==> src/gio_pkg.sv <==
/*
 * Shared constants, field layouts and carrier types for the global I/O pin
 * control block.
 * Assumes a single 200 MHz clock domain and 32-bit AHB-Lite register access.
 */
package gio_pkg;

    localparam int GIO_PINS = 30;
    localparam int GIO_ADDR_W = 8;

    // register byte offsets inside the block window
    localparam logic [7:0] GIO_OFS_TAKEOVER = 8'h00;
    localparam logic [7:0] GIO_OFS_DIR = 8'h04;
    localparam logic [7:0] GIO_OFS_OPEN_DRAIN = 8'h08;
    localparam logic [7:0] GIO_OFS_OUT_VALUE = 8'h0c;
    localparam logic [7:0] GIO_OFS_PIN_LEVEL = 8'h10;
    localparam logic [7:0] GIO_OFS_FUNC_SEL = 8'h14;
    localparam logic [7:0] GIO_OFS_VALUE_SET = 8'h18;
    localparam logic [7:0] GIO_OFS_VALUE_CLR = 8'h1c;
    localparam logic [7:0] GIO_OFS_DRIVE_STAT = 8'h20;

    // reset values
    localparam logic [29:0] GIO_RST_TAKEOVER = 30'h0000_0000;
    localparam logic [29:0] GIO_RST_DIR = 30'h0000_0000;
    localparam logic [29:0] GIO_RST_OPEN_DRAIN = 30'h0000_0000;
    localparam logic [29:0] GIO_RST_OUT_VALUE = 30'h0000_0000;
    localparam logic [29:0] GIO_RST_FUNC_SEL = 30'h0000_0000;

    // fixed bit position of every pin function in each 30-bit field
    localparam int GIO_BIT_PWM0A = 0;
    localparam int GIO_BIT_PWM0B = 1;
    localparam int GIO_BIT_PWM1A = 2;
    localparam int GIO_BIT_PWM1B = 3;
    localparam int GIO_BIT_PWM2A = 4;
    localparam int GIO_BIT_PWM2B = 5;
    localparam int GIO_BIT_PWM3A = 6;
    localparam int GIO_BIT_PWM3B = 7;
    localparam int GIO_BIT_SYNC = 8;
    localparam int GIO_BIT_FAULT0 = 9;
    localparam int GIO_BIT_FAULT1 = 10;
    localparam int GIO_BIT_FAULT2 = 11;
    localparam int GIO_BIT_EXT_INT = 12;
    localparam int GIO_BIT_ALERT = 13;
    localparam int GIO_BIT_CONTROL = 14;
    localparam int GIO_BIT_BUS_DATA = 15;
    localparam int GIO_BIT_BUS_CLK = 16;
    localparam int GIO_BIT_TMR_PWM0 = 17;
    localparam int GIO_BIT_TMR_PWM1 = 18;
    localparam int GIO_BIT_TMR_CAP = 19;
    localparam int GIO_BIT_UART_RX0 = 20;
    localparam int GIO_BIT_UART_RX1 = 21;
    localparam int GIO_BIT_UART_TX0 = 22;
    localparam int GIO_BIT_UART_TX1 = 23;
    localparam int GIO_BIT_JTAG_TDI = 24;
    localparam int GIO_BIT_JTAG_TMS = 25;
    localparam int GIO_BIT_JTAG_TDO = 26;
    localparam int GIO_BIT_JTAG_TCK = 27;
    localparam int GIO_BIT_ADC_TRIG = 28;
    localparam int GIO_BIT_FAULT3 = 29;

    typedef struct packed {
        logic [29:0] takeover;
        logic [29:0] dir;
        logic [29:0] open_drain;
        logic [29:0] out_value;
        logic [29:0] func_sel;
    } gio_cfg_t;

    typedef struct packed {
        logic out;
        logic oe;
    } gio_drive_t;

    typedef struct packed {
        logic act;
        logic wr;
        logic [7:0] ofs;
    } gio_bus_t;

    typedef struct packed {
        gio_cfg_t cfg;
        gio_bus_t bus;
        logic [31:0] rdata;
        logic [29:0] sync1;
        logic [29:0] sync2;
        logic [29:0] pad_out;
        logic [29:0] pad_oe;
    } gio_state_t;

endpackage : gio_pkg

==> src/gio_pin_cell.sv <==
/*
 * One pin's drive selection: peripheral or global control, and push-pull
 * or open-drain shaping of the global drive.
 * Assumes its caller registers the result before it reaches the pad.
 */
`timescale 1ns/100ps
module gio_pin_cell
    import gio_pkg::*;
(
    input wire logic takeover,
    input wire logic func_sel,
    input wire gio_drive_t prim,
    input wire gio_drive_t alt,
    input wire logic dir,
    input wire logic open_drain,
    input wire logic out_value,
    output gio_drive_t drive
);
    gio_drive_t periph;

    always_comb begin
        // only one of the sharing functions ever reaches the pad
        periph = func_sel ? alt : prim;
        if (takeover) begin
            if (open_drain) begin
                // low pulls, high releases the line
                drive.out = 1'b0;
                drive.oe = dir & ~out_value;
            end else begin
                drive.out = out_value;
                drive.oe = dir;
            end
        end else begin
            drive = periph;
        end
    end

endmodule : gio_pin_cell

==> src/gio_global_io.sv <==
/*
 * Global I/O pin control: AHB-Lite register slave, per-pin takeover of
 * thirty digital pins from their peripherals, direction, level, open-drain
 * and function selection, and synchronised pin level readback.
 * Assumes pads resolve PAD_OUT/PAD_OE outside, PAD_IN is asynchronous, and
 * peripheral drive signals are on CLK.
 */
`timescale 1ns/100ps
module gio_global_io
    import gio_pkg::*;
(
    input wire logic CLK,
    input wire logic RESETN,
    input wire logic HSEL,
    input wire logic [31:0] HADDR,
    input wire logic [1:0] HTRANS,
    input wire logic HWRITE,
    input wire logic [2:0] HSIZE,
    input wire logic [31:0] HWDATA,
    input wire logic HREADY,
    output logic HREADYOUT,
    output logic HRESP,
    output logic [31:0] HRDATA,
    input wire logic [29:0] PRI_OUT,
    input wire logic [29:0] PRI_OE,
    input wire logic [29:0] ALT_OUT,
    input wire logic [29:0] ALT_OE,
    output logic [29:0] PRI_IN,
    output logic [29:0] ALT_IN,
    input wire logic [29:0] PAD_IN,
    output logic [29:0] PAD_OUT,
    output logic [29:0] PAD_OE
);

    gio_state_t s_reg;
    gio_state_t s_next;
    gio_drive_t cell_drive [GIO_PINS];
    wire logic [29:0] drive_out;
    wire logic [29:0] drive_oe;

    // true when the address lies in the block window and on a word boundary
    function automatic logic gio_in_window(input logic [31:0] addr);
        gio_in_window = (addr[31:GIO_ADDR_W] == 24'h00_0000) && (addr[1:0] == 2'h0);
    endfunction : gio_in_window

    // read mux shared by the address-phase capture path
    function automatic logic [31:0] gio_read_word(
        input logic [7:0] ofs,
        input gio_cfg_t cfg,
        input logic [29:0] level,
        input logic [29:0] oe
    );
        logic [29:0] field;
        field = 30'h0000_0000;
        unique case (ofs)
            GIO_OFS_TAKEOVER: field = cfg.takeover;
            GIO_OFS_DIR: field = cfg.dir;
            GIO_OFS_OPEN_DRAIN: field = cfg.open_drain;
            GIO_OFS_OUT_VALUE: field = cfg.out_value;
            GIO_OFS_VALUE_SET: field = cfg.out_value;
            GIO_OFS_VALUE_CLR: field = cfg.out_value;
            GIO_OFS_PIN_LEVEL: field = level;
            GIO_OFS_FUNC_SEL: field = cfg.func_sel;
            GIO_OFS_DRIVE_STAT: field = oe;
            default: field = 30'h0000_0000;
        endcase
        gio_read_word = {2'h0, field};
    endfunction : gio_read_word

    // the vectors hold only digital pins; reset, supplies and analog
    // inputs have no position and so can never be taken over
    genvar gi;
    generate
        for (gi = 0; gi < GIO_PINS; gi++) begin : g_pin
            gio_pin_cell u_cell (
                .takeover(s_reg.cfg.takeover[gi]),
                .func_sel(s_reg.cfg.func_sel[gi]),
                .prim({PRI_OUT[gi], PRI_OE[gi]}),
                .alt({ALT_OUT[gi], ALT_OE[gi]}),
                .dir(s_reg.cfg.dir[gi]),
                .open_drain(s_reg.cfg.open_drain[gi]),
                .out_value(s_reg.cfg.out_value[gi]),
                .drive(cell_drive[gi])
            );
            assign drive_out[gi] = cell_drive[gi].out;
            assign drive_oe[gi] = cell_drive[gi].oe;
        end
    endgenerate

    always_comb begin
        s_next = s_reg;

        // pad levels pass two flops before anything reads them
        s_next.sync1 = PAD_IN;
        s_next.sync2 = s_reg.sync1;

        // data phase of a write captured in the previous cycle
        if (s_reg.bus.act && s_reg.bus.wr) begin
            unique case (s_reg.bus.ofs)
                GIO_OFS_TAKEOVER: begin
                    // clearing a bit leaves dir, value and drive type alone
                    s_next.cfg.takeover = HWDATA[29:0];
                end
                GIO_OFS_DIR: begin
                    s_next.cfg.dir = HWDATA[29:0];
                end
                GIO_OFS_OPEN_DRAIN: begin
                    s_next.cfg.open_drain = HWDATA[29:0];
                end
                GIO_OFS_OUT_VALUE: begin
                    s_next.cfg.out_value = HWDATA[29:0];
                end
                GIO_OFS_VALUE_SET: begin
                    // set/clear aliases avoid read-modify-write races
                    s_next.cfg.out_value = s_reg.cfg.out_value | HWDATA[29:0];
                end
                GIO_OFS_VALUE_CLR: begin
                    s_next.cfg.out_value = s_reg.cfg.out_value & ~HWDATA[29:0];
                end
                GIO_OFS_FUNC_SEL: begin
                    s_next.cfg.func_sel = HWDATA[29:0];
                end
                default: begin
                    // level, drive status and unmapped words ignore writes
                end
            endcase
        end

        // address phase; a read of a stored setting sees any write committing this same cycle, drive status lags it
        s_next.bus.act = HSEL && HTRANS[1] && HREADY && gio_in_window(HADDR);
        s_next.bus.wr = HWRITE;
        s_next.bus.ofs = HADDR[7:0];
        if (HSEL && HTRANS[1] && HREADY) begin
            if (!HWRITE && gio_in_window(HADDR)) begin
                s_next.rdata = gio_read_word(HADDR[7:0], s_next.cfg, s_reg.sync2,
                    s_reg.pad_oe);
            end else begin
                s_next.rdata = 32'h0000_0000;
            end
        end

        // pad drive is registered; a takeover change reaches the pad
        // one edge after the edge that ends the write's data phase
        s_next.pad_out = drive_out;
        s_next.pad_oe = drive_oe;
    end

    always_ff @(posedge CLK or negedge RESETN) begin
        if (!RESETN) begin
            s_reg.cfg.takeover <= GIO_RST_TAKEOVER;
            s_reg.cfg.dir <= GIO_RST_DIR;
            s_reg.cfg.open_drain <= GIO_RST_OPEN_DRAIN;
            s_reg.cfg.out_value <= GIO_RST_OUT_VALUE;
            s_reg.cfg.func_sel <= GIO_RST_FUNC_SEL;
            s_reg.bus <= '0;
            s_reg.rdata <= 32'h0000_0000;
            s_reg.sync1 <= 30'h0000_0000;
            s_reg.sync2 <= 30'h0000_0000;
            s_reg.pad_out <= 30'h0000_0000;
            s_reg.pad_oe <= 30'h0000_0000;
        end else begin
            s_reg <= s_next;
        end
    end

    // zero wait state slave, every answer OKAY
    assign HREADYOUT = 1'b1;
    assign HRESP = 1'b0;
    assign HRDATA = s_reg.rdata;

    assign PAD_OUT = s_reg.pad_out;
    assign PAD_OE = s_reg.pad_oe;

    // peripherals keep their own local control and see the pin level only
    // while they are its selected function and it is not taken over
    assign PRI_IN = s_reg.sync2 & ~s_reg.cfg.func_sel & ~s_reg.cfg.takeover;
    assign ALT_IN = s_reg.sync2 & s_reg.cfg.func_sel & ~s_reg.cfg.takeover;

endmodule : gio_global_io

==> config.mk <==
export PLATFORM = sky130hd
export DESIGN_NAME = gio_global_io
export DESIGN_NICKNAME = d
export VERILOG_FILES = /design/src/gio_pkg.sv /design/src/gio_pin_cell.sv /design/src/gio_global_io.sv
export SDC_FILE = /design/constraint.sdc
export NUM_CORES = 1
export LEC_CHECK = 0
export ABC_AREA = 1
export BUFFER_PORTS_ARGS = -buffer_cell sky130_fd_sc_hd__clkbuf_2
export CAP_MARGIN = 40
export CORE_AREA = 8 8 199 201
export DETAILED_ROUTE_END_ITERATION = 8
export DIE_AREA = 0 0 207 209
export PLACE_DENSITY = 0.69
export SYNTH_ARGS = -nofsm -noshare
export SYNTH_HDL_FRONTEND = slang
export SYNTH_SLANG_ARGS = --single-unit
export TNS_END_PERCENT = 30
==> constraint.sdc <==
create_clock -name CLK -period 2.1 [get_ports CLK]
set_input_delay 0.105 -clock CLK [delete_from_list [all_inputs] [get_ports CLK]]
set_output_delay 0.105 -clock CLK [all_outputs]
set_load 0.01 [all_outputs]
* Word-level counts from Yosys, hierarchy flattened
Cells that the tools add are included. W data, S select, Z words.
Storage, ports and cells: register bits 312
Operators by class: equality and inequality tests 14, mux-type cells 98, bitwise logic cells 69, reductions and logical operators 12
Operators by type and width (number):
- $pmux W30 S7 | 1
- $mux W2 | 90
- $and A30 B30 Y30 | 5
- $mux W150 | 1
- $mux W30 | 5
- $not A30 Y30 | 3
- $pmux W30 S3 | 1
- $eq A8 B5 Y1 const B | 7
- $eq A8 B4 Y1 const B | 4
- $and A1 B1 Y1 | 30
- $not A1 Y1 | 30
- $or A30 B30 Y30 | 1
- $logic_not A24 Y1 | 1
- $eq A8 B3 Y1 const B | 2
- $logic_not A8 Y1 | 2
- $eq A8 B6 Y1 const B | 1
- $logic_and A1 B1 Y1 | 6
- $reduce_or A3 Y1 | 1
- $logic_not A2 Y1 | 1
- $logic_not A1 Y1 | 1

* Depth between registers and ports, before layout
Gate-level depths: netlist of the first run.
depth in word-level cells 6, mapped depth 15

* Hierarchy
A second synthesis of the first run with hierarchy kept.
Second synthesis, totals: cell total of the unflattened synthesis 2505, area total of the unflattened synthesis 17707.0 µm²
Modules (own cells, without submodules):
- gio_global_io | instances 1, cells an instance 1995, area an instance 15567.4 µm², seq. area each 7757.4 µm²
- gio_pin_cell | instances 30, cells an instance 17, area an instance 71.3 µm², seq. area each 0.0 µm²

* Worst setup path after synthesis of the first run
No wires, ideal clock.
path type register to register, start point reg s_reg[154] in the netlist's numbering, end point reg s_reg (netlist bit HRDATA[26]), library setup time 0.117 ns, data arrival time 1.456 ns, setup slack 0.528 ns, stages on the path, launching flop included 13, period minus slack after synthesis 1.572 ns, path through dfrtp_1 > buf_4 > inv_2 > nand3_2 > nor2_4 > buf_4 > nand2_1 > nand3_1 > nand3_1 > nor2_1 > nand2_1 > nand2_1 > nand2_1
Between the ends: longest elaborated chain between the ends 5, elaborated cells on any way between the ends 15, those cells by class eq/ne: 6; mux: 8; reduce/logical: 1
RTL lines:
- start, declared | RTL line gio_global_io.sv:35 | gio_state_t s_reg;
- start signal, assigned | RTL line gio_global_io.sv:162 | s_reg <= s_next;
- $eq A8 B5 Y1, or another cell as far along | RTL line gio_global_io.sv:99 | unique case (s_reg.bus.ofs)
- $pmux W30 S3 / $mux W30 (equally long branches) | RTL line gio_global_io.sv:99
- $mux W150 * | RTL line gio_global_io.sv:98 | if (s_reg.bus.act && s_reg.bus.wr) begin
- $pmux W30 S7 * | RTL line gio_global_io.sv:55 | unique case (ofs)
- $mux W30 * | RTL line gio_global_io.sv:134 | if (!HWRITE && gio_in_window(HADDR)) begin
Mark *: on every way between the ends. The rest lies on a longest branch, timed or not. A chain may end at the register's enable or synchronous reset.

* Final worst setup path of the first run
start point reg s_reg[153] in the netlist's numbering, end point reg s_reg (netlist bit HRDATA[12])
Same word-level chain as after synthesis.

==> results of run 1 <==
[synth_stat cells, types with 2 or more instances]
cell	n	area [um^2]
nand4_1	4	25.0
nor4_1	7	43.8
nand2_2	4	25.0
inv_2	5	18.8
a21oi_1	4	20.0
o21ai_1	20	100
o21ai_0	4	20.0
nand2_1	479	1800
nor2_1	77	289
and2_1	145	907
inv_1	262	983
o311ai_0	30	263
nand3_2	2	20.0
nor3_1	65	325
clkbuf_1	22	82.6
conb_1	2	7.51
o211ai_1	53	398
buf_2	41	205
buf_4	100	751
nor2_2	8	50.1
nand3_1	449	2250
buf_6	8	90.1
dfrtp_1	310	7760
[critical path: stages, from the launching register on]
cell and delay, ps:
dfrtp_1 370, nor2_1 220, nand2_1 140, nor2_4 140, buf_12 260, nand3_1 130, nand3_1 120, nand2_1 70
nor2_1 80, nand3_1 80, nand2_1 80, nand2_1 60
[what timing repair did]
action	in CTS	in global routing
resized for setup	0	5
setup endpoints to repair	0	31
endpoints found under the hold margin	408	0
hold buffers	198	0
[cells by family after synthesis]
kind of cell           after synthesis  synth area share (%)
AOI/OAI and AO/OA                  112                  4.91
buffers and inverters              438                  12.9
DFF                                310                  47.1
other                                2                0.0456
and+or+nand+nor                   1244                  35.0
[layer usage]
| layer | GRT usage [%] | vias to the layer above | part of all wire (%) |
|---|---|---|---|
| li1 | - | 7741 | - |
| met1 | 34.3 | 7977 | 40 |
| met2 | 46.1 | 848 | 48 |
| met3 | 5.69 | 176 | 8.1 |
| met4 | 11.5 | 0 | 3.7 |
| met5 | 0 | - | 0 |
[power breakdown]
part	leakage (nW)	total [mW]	internal [mW]	switching [mW]
clock network	0.609	6.58	3.98	2.60
logic	6.90	1.16	0.536	0.623
registers	3.86	6.16	6.10	0.0597
[how the worst max path moves through the flow]
stage                         start                endpoint  slack, ps  cells past startpoint
6_report       s_reg[153]$_DFF_PN0_  HRDATA[12]$_DFFE_PN0P_        200                     11
3_3_place_gp   s_reg[159]$_DFF_PN0_  HRDATA[19]$_DFFE_PN0P_        120                     12
4_1_cts                   HADDR[28]  HRDATA[12]$_DFFE_PN0P_         60                     13
2_1_floorplan  s_reg[154]$_DFF_PN0_  HRDATA[26]$_DFFE_PN0P_        530                     12
5_1_grt        s_reg[157]$_DFF_PN0_  HRDATA[21]$_DFFE_PN0P_         20                     12
3_5_place_dp   s_reg[159]$_DFF_PN0_  HRDATA[19]$_DFFE_PN0P_         90                     12
[layout make-up]
class | count | area (um^2)
fillers | 3136 | 14400
clock buffers | 59 | 1140
repair buffers | 631 | 4580
multi-input cells | 1360 | 6700
well taps | 468 | 586
clock inverters | 8 | 93.8
diodes | 3 | 7.51
flip-flops and latches | 310 | 7760
inverters | 267 | 1000
[layout by cell type, fill, tap and decap left out, types with 2 or more instances in the layout]
cell / netlist / routed
clkbuf_8: 0 / 5
buf_12: 0 / 17
nand2_2: 4 / 7
and2_1: 145 / 145
o211ai_1: 53 / 53
dlygate4sd3_1: 0 / 197
nand3_2: 2 / 3
nor2_1: 77 / 67
nor3_1: 65 / 64
inv_1: 262 / 262
clkbuf_2: 0 / 366
nand4_1: 4 / 4
nand2_1: 479 / 476
clkbuf_16: 0 / 43
bufinv_16: 0 / 2
o21ai_1: 20 / 21
a21oi_1: 4 / 4
diode_2: 0 / 3
nor2_4: 1 / 12
conb_1: 2 / 4
inv_2: 5 / 4
clkbuf_1: 22 / 13
o311ai_0: 30 / 30
o21ai_0: 4 / 3
dfrtp_1: 310 / 310
buf_6: 8 / 2
nor4_1: 7 / 7
buf_4: 100 / 46
nand3_1: 449 / 448
nor2_2: 8 / 7
clkinv_2: 0 / 5
==> impl_metrics.toml, run 1 <==
[status]
outcome = "finished clean"

[cells_and_area]
layout.nets = 2832
largest_reg_flops = 190
syn_to_final_growth_pct = 32.7
final-instance-count-excl-fill = 3106
final_util_pct = 60.3
design_area_um2 = 21900
drive_above_1_share_pct = 19.9

[sta]
hold_ws_ps = 15.1
relSlewSlack_pct = 62.2
setup_tns_ps = 0
finalClockSkew_ps = 9.70
period_share_pct = 90.5
drv_slew = 0
hold_violations = 0
final-setup-viol-count = 0
rsz0062_at_grt = "no"
fin_crit_ps = 1900
fmax_ghz = 0.526
tightest_slew_ps = 562
fin_ws_ps = 200

[grt]
grt_pass1_vias = 17021
grt_pass1_wl_mm = 94.8
grt.total_usage_pct = 27.5
grt.overflow.total = 0
antenna_found_initial = 3
grt_max_degree = 59

[placed_design]
gp_congestion = 0.907
place_ws_ps = 92.5
place_hpwl_mm = 41.4
numPortBuffers = 367
dpl_cell_area_um2 = 18600
place_inst = 2836

[logic_synthesis]
async_flop_share_pct = 100
synthCells = 2106
mappedNetlistArea_um2 = 16500
ys_warn_count = 0
synthFlopType = "dfrtp_1"
synth_enable_flop_cells = 0
synth_cell_types = 28
syn_avg_cell_area_um2 = 7.82
synth.ff_latch_count = 310
seq_area_frac_synth_pct = 47.1

[drt]
via_per_inst = 5.39
drtIter0Drc = 1514
drcViolationCount = 0
wl_mm = 61.9
avgRoutedWirePerCell_um = 19.9
final_antenna_net_count = 0
first_pass_iters = 7
via_count = 16742

[critical_path]
required_ps = 2520
endpoint_kind = "register"
worst-r2r-cell-count = 11
reg2reg_from = "s_reg[153]$_DFF_PN0_"
critical_path_class = "reg -> reg"
cp-start-kind = "register"
r2r_end = "HRDATA[12]$_DFFE_PN0P_"
ff2ff_setup_slack_ps = 200
crit_arrival_ps = 2320
cp_max_fo = 40

[min_path]
hold_start = "HWDATA[18]"
holdPathStages = 4
hold_path_end = "s_reg[210]$_DFF_PN0_"
hp-class = "in -> reg"

[die]
rows = 70
start_util_pct = 45.4
dieArea_um2 = 43300
ios = 378
core_area_um2 = 36300
die_w_um = 207
die_h_um = 209

[clocking]
cts-root-buf = "clkbuf_16"
cts_buffer_depth = 3
cts_tree = "yes"
cts_buffers = 38
h-tree-depth = 2
postCtsSetupRepairBufs = 0
clkSlewWorstSetupHoldPaths_ps = 60
clock_latency_ps = 540
cts.sinks = 310

[power]
design_power_total_mw = 13.9
leakage_nw = 11.4
powerDensity_nw_per_um2 = 636
peakVddDrop_uv = 499

[run]
cap_violations = 0
Note: power is estimated with default switching activity, not from simulation.
==> run 2: changes to the inputs <==
--- a/config.mk
+++ b/config.mk
@@ -8,9 +8,9 @@
 export ABC_AREA = 1
 export BUFFER_PORTS_ARGS = -buffer_cell sky130_fd_sc_hd__clkbuf_2
 export CAP_MARGIN = 40
-export CORE_AREA = 8 8 199 201
+export CORE_AREA = 8 8 164 243
 export DETAILED_ROUTE_END_ITERATION = 8
-export DIE_AREA = 0 0 207 209
+export DIE_AREA = 0 0 172 251
 export PLACE_DENSITY = 0.69
 export SYNTH_ARGS = -nofsm -noshare
 export SYNTH_HDL_FRONTEND = slang
==> impl_metrics.toml, run 2 (synthesis results as in run 1) <==
[sta]
finalClockSkew_ps = 22.7
fin_crit_ps = 1980
fmax_ghz = 0.504
drv_slew = 0
final-setup-viol-count = 0
relSlewSlack_pct = 63.7
tightest_slew_ps = 545
hold_ws_ps = 33.2
period_share_pct = 94.5
hold_violations = 0

[cells_and_area]
drive_above_1_share_pct = 20.0
syn_to_final_growth_pct = 31.5
largest_reg_flops = 190
layout.nets = 2828
final_cell_mix = "nand2_1, nand3_1, clkbuf_2"
final_common_cell = "nand2_1"
final-instance-count-excl-fill = 3116
fill_cells = 3192

[min_path]
hp-class = "in -> reg"
hold_path_end = "s_reg[210]$_DFF_PN0_"
holdPathStages = 4
hold_start = "HWDATA[18]"

[critical_path]
reg2reg_from = "s_reg[154]$_DFF_PN0_"
worst_path_dominant_cell_family = "simple AND/OR/NAND/NOR gates"
path_common_cell = "nand3_1"
critical_path_class = "reg -> reg"
crit_slowest_cell = "dfrtp_1"
path_buf_inv = 1
crit_arrival_ps = 2460
cp_max_fo = 34
endpoint_kind = "register"
max_stage_delay_ps = 520
r2r_end = "HRDATA[20]$_DFFE_PN0P_"
ff2ff_setup_slack_ps = 120
crit_chain = "nand3_1, nor2_4, buf_12, nand3_1, nand3_1, nand2_1, nor2_1, nand3_1, nand2_1, nand2_1"
required_ps = 2570
cp-start-kind = "register"
worst-r2r-cell-count = 10

[clocking]
cts_buffers = 31
clock_latency_ps = 590
clkSlewWorstSetupHoldPaths_ps = 60
cts-root-buf = "clkbuf_16"
cts_buffer_depth = 3
cts_tree = "yes"
h-tree-depth = 1
cts.sinks = 310
postCtsSetupRepairBufs = 0

[placed_design]
numPortBuffers = 367
place_inst = 2856
place_hpwl_mm = 41.2
gp_congestion = 0.867

[power]
leakage_nw = 11.3
design_power_total_mw = 13.0
powerDensity_nw_per_um2 = 601
peakVddDrop_uv = 586

[die]
core_area_um2 = 36400
ios = 378
dieArea_um2 = 43200
die_w_um = 172
die_h_um = 251
rows = 86
start_util_pct = 45.3

[status]
outcome = "finished clean"

[drt]
drtIter0Drc = 1297
first_pass_iters = 7
wl_mm = 60.9
via_per_inst = 5.36
avgRoutedWirePerCell_um = 19.6
via_count = 16715
drcViolationCount = 0
final_antenna_net_count = 0

[grt]
grt_max_degree = 62
grt.total_usage_pct = 27.6
antenna_found_initial = 2
grt_pass1_wl_mm = 92.9
grt.overflow.total = 0
grt_pass1_vias = 17658

[run]
cap_violations = 0
-- run 2: layout make-up --
cell class / count / area, um^2 / share of cell area, %
Tap cell: 484 / 606 / 2.80
Timing Repair Buffer: 634 / 4540 / 21.0
Multi-Input combinational cell: 1360 / 6700 / 31.0
Inverter: 267 / 1000 / 4.63
Clock buffer: 45 / 888 / 4.10
Clock inverter: 13 / 154 / 0.711
Antenna cell: 3 / 7.51 / 0.0347
Sequential cell: 310 / 7760 / 35.8
-- run 2: worst register-to-register path, stage by stage, from the launching register on --
cell and delay [ps]:
dfrtp_1 520, nand3_1 180, nor2_4 260, buf_12 260, nand3_1 150, nand3_1 100, nand2_1 50, nor2_1 140
nand3_1 110, nand2_1 70, nand2_1 40
-- run 2: how the worst max path moves through the flow --
stage / cells after the start / endpoint / start
6_report: 10 / HRDATA[20]$_DFFE_PN0P_ / s_reg[154]$_DFF_PN0_
5_1_grt: 12 / HRDATA[26]$_DFFE_PN0P_ / s_reg[160]$_DFF_PN0_
4_1_cts: 7 / s_reg[161]$_DFF_PN0_ / HADDR[10]
3_5_place_dp: 11 / HRDATA[20]$_DFFE_PN0P_ / s_reg[153]$_DFF_PN0_
3_3_place_gp: 12 / HRDATA[19]$_DFFE_PN0P_ / s_reg[154]$_DFF_PN0_
2_1_floorplan: 12 / HRDATA[26]$_DFFE_PN0P_ / s_reg[154]$_DFF_PN0_
-- run 2: routing by layer --
metal / vias up / track usage, % / routed length, um
met5: - / 0 / 0
met4: 0 / 17.0 / 3890
met3: 250 / 4.60 / 4830
met2: 842 / 47.2 / 29800
met1: 7899 / 31.5 / 22400
li1: 7724 / - / -
-- run 2: power by group --
| part | leakage (nW) | total (mW) | switching (mW) | internal [mW] |
|---|---|---|---|---|
| clock network | 0.513 | 5.72 | 2.42 | 3.30 |
| registers | 3.86 | 6.15 | 0.0613 | 6.09 |
| logic | 6.89 | 1.15 | 0.615 | 0.532 |
-- run 2: metrics by stage --
step           area, um^2  worst slack [ps]  setup TNS [ps]  util, %
3_5_place_dp        18600               146               0     51.0
2_1_floorplan       16500               528               0        -
5_1_grt             21700             -13.9           -18.0     59.5
4_1_cts             21600              63.7               0     59.4
3_3_place_gp        18600               183               0     51.0
6_report            21700               116               0     59.5
-- run 2: what timing repair did --
| item | 4_1_cts | 5_1_grt |
|---|---|---|
| setup endpoints to repair | 0 | 13 |
| gates resized for setup | 0 | 5 |
| hold endpoints to repair | 514 | 0 |
| hold buffers | 198 | 0 |
